--- src/design/acs_pkg.sv ---
// Shared constants, field layout and state codes of the conversion sequencer
package acs_pkg;
    // Bus widths
    localparam int ADDR_W = 4;
    localparam int DATA_W = 16;
    localparam int RES_W = 10;
    localparam int SLOTS = 8;
    localparam int SLOT_W = 3;
    localparam int CHAN_W = 4;
    localparam int CTL_W = 7;

    // Register offsets (word index on the register port)
    localparam logic [3:0] OFF_TIMING = 4'h0;
    localparam logic [3:0] OFF_CONV = 4'h1;
    localparam logic [3:0] OFF_STATUS = 4'h2;
    localparam logic [3:0] OFF_RESULT = 4'h8;

    // Conversion control field positions
    localparam int CONV_CHAN_LSB = 0;
    localparam int CONV_EIGHT_BIT = 4;
    localparam int CONV_MULTI_BIT = 5;
    localparam int CONV_CONT_BIT = 6;

    // Status field positions
    localparam int STAT_CCF_LSB = 0;
    localparam int STAT_SCF_BIT = 8;
    localparam int STAT_SLOT_LSB = 9;
    localparam int STAT_BUSY_BIT = 15;

    // Values after reset
    localparam logic [15:0] TIMING_RST = 16'h0000;
    localparam logic [6:0] CONV_RST = 7'h00;
    localparam logic [9:0] RESULT_RST = 10'h000;
    localparam logic [7:0] CCF_RST = 8'h00;

    // Last slot index of a four or eight conversion pass
    localparam logic [2:0] LEN4_LAST = 3'h3;
    localparam logic [2:0] LEN8_LAST = 3'h7;

    // First internal reference code of the channel field
    localparam logic [3:0] CH_REF_HIGH = 4'hC;

    // Sequencer states
    typedef enum logic [1:0] {
        ST_IDLE = 2'b00,
        ST_START = 2'b01,
        ST_WAIT = 2'b10
    } acs_state_t;
endpackage : acs_pkg

--- src/design/acs_seq_if.sv ---
// Carrier between the sequencer control, slot stepper and flag logic
`timescale 1ns/100ps
interface acs_seq_if;
    logic restart;      // New sequence begins
    logic advance;      // One conversion taken
    logic clear;        // Abort: drop flags
    logic eight;        // Eight conversions per pass
    logic multi;        // Block of channels
    logic cont;         // Continuous operation
    logic [3:0] chan_field;
    logic [2:0] idx;    // Current result slot
    logic last;         // Current slot ends the pass
    logic [3:0] chan;   // Channel for current slot
    logic [7:0] ccf;    // Per-slot complete flags
    logic seq_complete_flag;          // Sequence complete flag

    modport ctrl (output restart, advance, clear, eight, multi, cont,
                  chan_field, input idx, last, chan, ccf, seq_complete_flag);
    modport step (input restart, advance, eight, multi, chan_field,
                  output idx, last, chan);
    modport flags (input clear, advance, idx, last, output ccf, seq_complete_flag);
endinterface : acs_seq_if

--- src/design/acs_top.sv ---
// Conversion sequencer: registers, sequence control and result slots
// Operation
// - mode is continuous, multi, eight bits
// - mode 0: four on one channel, stop
// - mode 1: eight on one channel, stop
// - mode 2: four channel block once
// - mode 3: eight channel block once
// - mode 4: four on one, repeating
// - mode 5: eight on one, repeating
// - mode 6: four channel block, repeating
// - mode 7: eight channel block, repeating
// - repeats overwrite earlier slot contents
// - slot flag set when slot written
// - single modes flag sequence end
// - continuous flags first pass end
// - channel field codes select inputs
// - continuous bit sets pass repetition
// - ascending channels into ascending slots
// - control write starts new sequence
// - control writes abort, clear flags
// - timing write aborts and halts
//
// Added by the designer: strobed register access and the placing of the registers.
`timescale 1ns/100ps
module acs_top
    import acs_pkg::*;
(
    // Clock and reset
    input wire logic ref_clk,
    input wire logic nrst,
    // Register port
    input wire logic [ADDR_W-1:0] reg_addr,
    input wire logic [DATA_W-1:0] reg_wdata,
    input wire logic reg_wr,
    input wire logic reg_rd,
    output logic [DATA_W-1:0] reg_rdata,
    // Multiplexer and approximation array
    output logic [CHAN_W-1:0] mux_chan,
    output logic mux_ref_sel,
    output logic conv_start,
    output logic conv_abort,
    input wire logic conv_done,
    input wire logic [RES_W-1:0] conv_result,
    // Sequence state for the chip
    output logic seq_busy
);
    acs_seq_if sq ();

    logic [DATA_W-1:0] timing_control_reg;  // Stored, steers nothing here
    logic [CTL_W-1:0] conversion_control_reg;
    logic [RES_W-1:0] result_slot_reg [SLOTS];
    acs_state_t state_reg;
    acs_state_t state_next;
    logic [DATA_W-1:0] rdata_reg;
    logic [DATA_W-1:0] rdata_next;
    logic [CHAN_W-1:0] chan_reg;
    logic start_reg;
    logic abort_reg;
    logic busy_reg;   // Sequencer not idle
    logic ref_reg;    // Channel code is an internal reference
    logic wr_timing;  // Timing register written
    logic wr_conv;    // Conversion register written
    logic take;       // Result accepted this cycle
    logic [2:0] mode; // Conversion mode number

    // Address decode of the writes
    assign wr_timing = reg_wr && (reg_addr == OFF_TIMING);
    assign wr_conv = reg_wr && (reg_addr == OFF_CONV);

    // Mode number: continuous is the top bit, eight the bottom
    assign mode = {conversion_control_reg[CONV_CONT_BIT],
                   conversion_control_reg[CONV_MULTI_BIT],
                   conversion_control_reg[CONV_EIGHT_BIT]};

    // A result counts only while waiting and not aborted that cycle
    assign take = (state_reg == ST_WAIT) && conv_done && !sq.clear;

    // Carrier drive
    assign sq.restart = wr_conv;
    assign sq.clear = wr_conv || wr_timing;
    assign sq.advance = take;
    assign sq.cont = mode[2];
    assign sq.multi = mode[1];
    assign sq.eight = mode[0];
    assign sq.chan_field = conversion_control_reg[CONV_CHAN_LSB +: CHAN_W];

    acs_step u_step (
        .ref_clk(ref_clk),
        .nrst(nrst),
        .sq(sq)
    );

    acs_flags u_flags (
        .ref_clk(ref_clk),
        .nrst(nrst),
        .sq(sq)
    );

    // Outputs
    assign reg_rdata = rdata_reg;
    assign mux_chan = chan_reg;
    assign mux_ref_sel = ref_reg;
    assign conv_start = start_reg;
    assign conv_abort = abort_reg;
    assign seq_busy = busy_reg;

    // Timing register; its write halts the sequencer
    always_ff @(posedge ref_clk or negedge nrst) begin
        if (!nrst) begin
            timing_control_reg <= TIMING_RST;
        end else if (wr_timing) begin
            timing_control_reg <= reg_wdata;
        end
    end

    // Conversion control register
    always_ff @(posedge ref_clk or negedge nrst) begin
        if (!nrst) begin
            conversion_control_reg <= CONV_RST;
        end else if (wr_conv) begin
            conversion_control_reg <= reg_wdata[CTL_W-1:0];
        end
    end

    // Sequence control; a write wins over a result arriving that cycle
    always_comb begin
        state_next = state_reg;
        if (wr_conv) begin
            state_next = ST_START;
        end else if (wr_timing) begin
            state_next = ST_IDLE;
        end else begin
            case (state_reg)
                ST_IDLE: begin
                    state_next = ST_IDLE;
                end
                ST_START: begin
                    state_next = ST_WAIT;
                end
                ST_WAIT: begin
                    if (take && sq.last && !sq.cont) begin
                        state_next = ST_IDLE;
                    end else if (take) begin
                        state_next = ST_START;
                    end
                end
                default: begin
                    state_next = ST_IDLE;
                end
            endcase
        end
    end

    // State register
    always_ff @(posedge ref_clk or negedge nrst) begin
        if (!nrst) begin
            state_reg <= ST_IDLE;
        end else begin
            state_reg <= state_next;
        end
    end

    // Busy from a flop so the status bit and pin carry no decode glitch
    always_ff @(posedge ref_clk or negedge nrst) begin
        if (!nrst) begin
            busy_reg <= 1'b0;
        end else begin
            busy_reg <= (state_next != ST_IDLE);
        end
    end

    // Channel and start strobe; both registered, so the channel changes on the edge that raises start
    always_ff @(posedge ref_clk or negedge nrst) begin
        if (!nrst) begin
            chan_reg <= 4'h0;
            ref_reg <= 1'b0;
            start_reg <= 1'b0;
        end else begin
            chan_reg <= sq.chan;
            ref_reg <= (sq.chan >= CH_REF_HIGH);
            start_reg <= (state_reg == ST_START) && !sq.clear;
        end
    end

    // Abort pulse tells the array to drop a conversion in flight
    always_ff @(posedge ref_clk or negedge nrst) begin
        if (!nrst) begin
            abort_reg <= 1'b0;
        end else begin
            abort_reg <= sq.clear && (state_reg != ST_IDLE);
        end
    end

    // Result slots; repeats simply overwrite
    always_ff @(posedge ref_clk or negedge nrst) begin
        if (!nrst) begin
            for (int i = 0; i < SLOTS; i++) begin
                result_slot_reg[i] <= RESULT_RST;
            end
        end else if (take) begin
            result_slot_reg[sq.idx] <= conv_result;
        end
    end

    // Read decode; unmapped offsets read zero
    always_comb begin
        rdata_next = 16'h0000;
        if (reg_addr[3]) begin
            rdata_next[RES_W-1:0] = result_slot_reg[reg_addr[2:0]];
        end else if (reg_addr == OFF_TIMING) begin
            rdata_next = timing_control_reg;
        end else if (reg_addr == OFF_CONV) begin
            rdata_next[CTL_W-1:0] = conversion_control_reg;
        end else if (reg_addr == OFF_STATUS) begin
            rdata_next[STAT_CCF_LSB +: SLOTS] = sq.ccf;
            rdata_next[STAT_SCF_BIT] = sq.seq_complete_flag;
            rdata_next[STAT_SLOT_LSB +: SLOT_W] = sq.idx;
            rdata_next[STAT_BUSY_BIT] = seq_busy;
        end
    end

    // Read data stands one cycle after the strobe, zero otherwise
    always_ff @(posedge ref_clk or negedge nrst) begin
        if (!nrst) begin
            rdata_reg <= 16'h0000;
        end else begin
            rdata_reg <= reg_rd ? rdata_next : 16'h0000;
        end
    end
endmodule : acs_top

--- src/design/acs_step.sv ---
// Slot index counter and channel selection of the conversion sequencer
`timescale 1ns/100ps
module acs_step
    import acs_pkg::*;
(
    // Clock and reset
    input wire logic ref_clk,
    input wire logic nrst,
    // Sequencer carrier
    acs_seq_if.step sq
);
    logic [2:0] idx_reg;  // Slot of the running conversion
    logic [2:0] idx_next;

    // Channel for a slot; a block is aligned on the field's upper bits
    function automatic logic [3:0] acs_chan_sel(input logic multi,
            input logic eight, input logic [3:0] field,
            input logic [2:0] idx);
        logic [3:0] ch;
        ch = field;
        if (multi && eight) begin
            ch = {field[3], idx};
        end else if (multi) begin
            ch = {field[3:2], idx[1:0]};
        end
        return ch;
    endfunction : acs_chan_sel

    // Pass ends at slot three or slot seven
    assign sq.last = (idx_reg == (sq.eight ? LEN8_LAST : LEN4_LAST));
    assign sq.idx = idx_reg;
    assign sq.chan = acs_chan_sel(sq.multi, sq.eight, sq.chan_field,
                                  idx_reg);

    // Next slot: wrap at pass end so continuous runs reuse the slots
    always_comb begin
        idx_next = idx_reg;
        if (sq.restart) begin
            idx_next = 3'h0;
        end else if (sq.advance) begin
            idx_next = sq.last ? 3'h0 : 3'(idx_reg + 3'h1);
        end
    end

    // Slot counter
    always_ff @(posedge ref_clk or negedge nrst) begin
        if (!nrst) begin
            idx_reg <= 3'h0;
        end else begin
            idx_reg <= idx_next;
        end
    end
endmodule : acs_step

--- src/design/acs_flags.sv ---
// Conversion-complete and sequence-complete flags
`timescale 1ns/100ps
module acs_flags
    import acs_pkg::*;
(
    // Clock and reset
    input wire logic ref_clk,
    input wire logic nrst,
    // Sequencer carrier
    acs_seq_if.flags sq
);
    logic [7:0] ccf_reg;  // One flag per result slot
    logic scf_reg;        // Sequence complete

    assign sq.ccf = ccf_reg;
    assign sq.seq_complete_flag = scf_reg;

    // Slot flag set as its slot is filled; abort clears all
    always_ff @(posedge ref_clk or negedge nrst) begin
        if (!nrst) begin
            ccf_reg <= CCF_RST;
        end else if (sq.clear) begin
            ccf_reg <= CCF_RST;
        end else if (sq.advance) begin
            ccf_reg[sq.idx] <= 1'b1;
        end
    end

    // Set at first pass end; stays set while continuous runs go on
    always_ff @(posedge ref_clk or negedge nrst) begin
        if (!nrst) begin
            scf_reg <= 1'b0;
        end else if (sq.clear) begin
            scf_reg <= 1'b0;
        end else if (sq.advance && sq.last) begin
            scf_reg <= 1'b1;
        end
    end
endmodule : acs_flags

--- config.mk ---
export PLATFORM = sky130hd
export DESIGN_NAME = acs_top
export DESIGN_NICKNAME = d
export VERILOG_FILES = /design/src/design/acs_pkg.sv /design/src/design/acs_seq_if.sv /design/src/design/acs_top.sv /design/src/design/acs_step.sv /design/src/design/acs_flags.sv
export SDC_FILE = /design/constraint.sdc
export NUM_CORES = 1
export LEC_CHECK = 0
export BUFFER_PORTS_ARGS = -buffer_cell sky130_fd_sc_hd__buf_2
export CELL_PAD_IN_SITES_DETAIL_PLACEMENT = 1
export CELL_PAD_IN_SITES_GLOBAL_PLACEMENT = 2
export CORE_MARGIN = 2
export CORE_UTILIZATION = 37
export CTS_CLUSTER_SIZE = 14
export DETAILED_ROUTE_END_ITERATION = 7
export PLACE_DENSITY = 0.78
export SLEW_MARGIN = 20
export SYNTH_ARGS = -nofsm -noshare
export SYNTH_HDL_FRONTEND = slang
export SYNTH_HIERARCHICAL = 1
export SYNTH_SLANG_ARGS = --single-unit
--- constraint.sdc ---
create_clock -name ref_clk -period 1.8 [get_ports ref_clk]
set_input_delay 0.09 -clock ref_clk [delete_from_list [all_inputs] [get_ports ref_clk]]
set_output_delay 0.09 -clock ref_clk [all_outputs]
set_load 0.05 [all_outputs]
==> summary.md <==
| Metric | Value |
|---|---|
| Status | complete, but fails checks |
| Failing checks | setup timing |
| Via density | ~5.2 |
| Worst vdd ir | 0.000745 V |
| Leak pwr | between 4 and 5 nW |
| Gr usage total | 20.0% |
| Clock slew at reported path FFs | approximately 0.06 ns |
| FFs w/ async S/R, synth | between 90% and 100% |
| Reg2Reg Depth | 10 |
| Synth cell types | 37 |
| Data arrival, critical path | 2.27 ns |
| Top FF cell, synth | dfrtp_1 |
| Setup ws final | -0.167 ns |
| R2r endpoint | result_slot_reg[29] |
| Max reg flops | 80 |
| Ports | between 50 and 60 |
| Root buffer cell | clkbuf_16 |
| Net count, final | 617 |
| Via count | 4232 |
| Clock buffer count from CTS | 17 |
| Worst-margin pin slew | 0.702 ns |
| TritonCTS clock tree | yes |
| Die area | 0.0180 mm² |
| Most frequent cells in the layout | 141 x dfrtp_1, 57 x buf_2, 55 x mux2_2 |
| Ratio of total power to cell area | 961 mW/mm² |
| FF/Latch Area | between 0.003 and 0.004 mm² |
| Worst Skew | 0.00672 ns |
| FMAX | just over 500 MHz |
| Cell area after synthesis | 0.00626 mm² |
| Grt ovf | 0 |
| Share of layout cells above drive strength 1 | ~45% |
| Post-DR wirelength/cell | 20.9 µm |
| Maxcap violations | 0 |
| Routability cong. | 0.775 |
| Clk sink count | 141 |
| Post-synthesis sequential area ratio | 56.4% |
| Endpoint type of the worst setup path | flop |
| DP Area | around 0.0072 mm² |
| Vias in the first global route | ~4700 |
| Multi-input logic area | 0.00284 mm² |
| Max-slew violations | 0 |
| Gate Count Post-Synth | about 460 |
| Worst EP required | 2.10 ns |
| Fill count | between 1500 and 2000 |
| Final core utilization | between 40% and 50% |
| Routed WL | around 17 mm |
| Port bufs | 58 |
| Hold EP | result_slot_reg[66] |
| Fin crit period | between 1.5 and 2 ns |
| Initial antenna violation count | 0 |
| Hold path start | conv_result[6] |
| Antenna diodes | 0 |
| CP Class | reg -> reg |
| Synth Warn # | 6 |
| Worst r2r src | state_reg[0] |
| Post-synth EDFFs | 0 |
| Synth Register Bits | 141 |
| First-pass GRT wire length | about 27 mm |
| FP Rows | 47 |
| Die W | between 100 and 150 µm |
| HPWL after detailed placement | around 11 mm |
| CTS H-tree depth | 4 |
| Core ar. | 0.0166 mm² |
| Worst hold stages | 2 |
| Crit Path Max Fanout | 5 |
| Die height | between 100 and 150 µm |
| Initial DRC Count | 210 |
| Area delta synth->final | 32.1% |
| Pin count of the biggest net entering global routing | 56 |
| Antenna Violating Nets Remaining | 0 |
| Unrepaired setup endpoints after global routing | true |
| Final setup fails | 80 |
| Final Hold Fails | 0 |
| Reg-to-reg slack, setup | -0.17 ns |
| Max Root-Sink Buffers | 2 |
| DRC violations left | 0 |
| Initial Utilization | a little under two fifths |
| TritonRoute pass-1 iters | 4 |
| Crit start category | flop |
| Commonest non-fill, non-tap cell in the layout | dfrtp_1 |
| Post-Syn Area per Cell | 13.6 µm² |
| Clock Latency Late Sink | ~0.42 ns |
| Hold/Removal Path Class | in -> reg |
| Post-Syn Nets | 498 |
| Post-route cell area | between 0.008 and 0.009 mm² |
| Slew headroom | a little over half |
| Final Cycle Share | 109% |
-- report_power, final --
part | leakage, nW | switching [mW] | total, mW | internal, mW
registers | 1.92 | 0.112 | 3.46 | 3.34
logic | 1.81 | 0.473 | 0.789 | 0.315
clock network | 0.297 | 1.38 | 3.70 | 2.32
total | 4.02 | 1.96 | 7.94 | 5.98
-- worst max-delay path by stage --
stage / startpoint / endpoint / slack [ns] / cells after the start
floorplan: state_reg[0] / result_slot_reg[70] / -0.14 / 7
global route: state_reg[0] / result_slot_reg[29] / -0.26 / 10
finish: state_reg[0] / result_slot_reg[29] / -0.17 / 10
detailed placement: state_reg[0] / result_slot_reg[69] / -0.29 / 7
global placement: state_reg[0] / result_slot_reg[69] / -0.27 / 7
CTS: state_reg[0] / result_slot_reg[67] / -0.16 / 7
-- per-layer routing --
metal	share of wire (%)	wire length, µm	vias up	GRT usage (%)
met1	45	7620	2233	26.3
met4	2.0	337	0	6.84
met2	50	8520	78	33.5
li1	-	-	1900	-
met5	0	0	-	0
met3	2.8	479	21	3.44
-- cell families after synthesis --
family                     after synthesis  synth area share [%]
DFF                                    141                  56.4
buffers and inverters                   34                  2.46
muxes                                  155                  28.1
and+or+nand+nor                         74                  6.98
adders and majority gates                4                 0.800
AOI/OAI and AO/OA                       50                  5.10
xor gates and xnor gates                 1                 0.140
-- synthesized netlist by cell type (3+ instances only) --
cell       instances  area, µm²
dfrtp_1          141       3530
mux2_2           106       1190
mux2i_1           43        430
nor2_1            19       71.3
a21oi_1           17       85.1
nand2_1           15       56.3
a22oi_1           14        105
inv_1             10       37.5
buf_2              9       45.0
o22ai_1            9       56.3
mux4_2             6        135
nor3_1             6       30.0
buf_1              5       18.8
clkbuf_1           5       18.8
nor2b_1            5       31.3
o21ai_0            5       25.0
and3_1             4       25.0
buf_4              4       30.0
ha_1               4       50.1
nand4b_1           4       35.0
nor3b_1            4       30.0
and2_1             3       18.8
nand2b_1           3       18.8
nand3b_1           3       22.5
nand4bb_1          3       33.8
-- worst max-delay path, cell delays in order, from the launching register on --
cell	delay [ns]
dfrtp_1	0.39
inv_2	0.08
ha_4	0.15
nand2_4	0.05
buf_6	0.11
nor3b_2	0.16
buf_4	0.16
buf_6	0.09
nand3b_1	0.15
buf_6	0.20
mux2_4	0.30
-- repair_timing --
action                                  in CTS  in global routing
hold buffers                                19                  0
endpoints found under the setup margin      80                 80
gates resized for setup                     39                 11
pin swaps                                    4                  3
gates cloned                                 1                  1
buffers inserted                             3                  0
endpoints found under the hold margin       77                  0
-- metrics by stage --
stage                     power, mW  setup TNS [ns]  instances  setup WS, ns  hold WS [ns]
after global placement         4.23          -10.18        755        -0.275        0.0965
after detailed placement       4.27          -11.32        755        -0.295         0.104
after floorplan                3.94           -4.52        459        -0.140        -0.206
after global routing           8.24          -14.54        811        -0.261        0.0301
final                          7.94           -7.93        811        -0.167        0.0233
after CTS                      8.04           -5.78        810        -0.162        0.0149
-- layout make-up --
cell class | instances | area share (%)
Clock inverter | 14 | 2.33
Clock buffer | 18 | 5.19
Tap cell | 220 | 3.33
Multi-Input combinational cell | 284 | 34.3
Timing Repair Buffer | 123 | 11.6
Inverter | 11 | 0.500
Sequential cell | 141 | 42.7
Note: power is estimated with default switching activity, not from simulation.
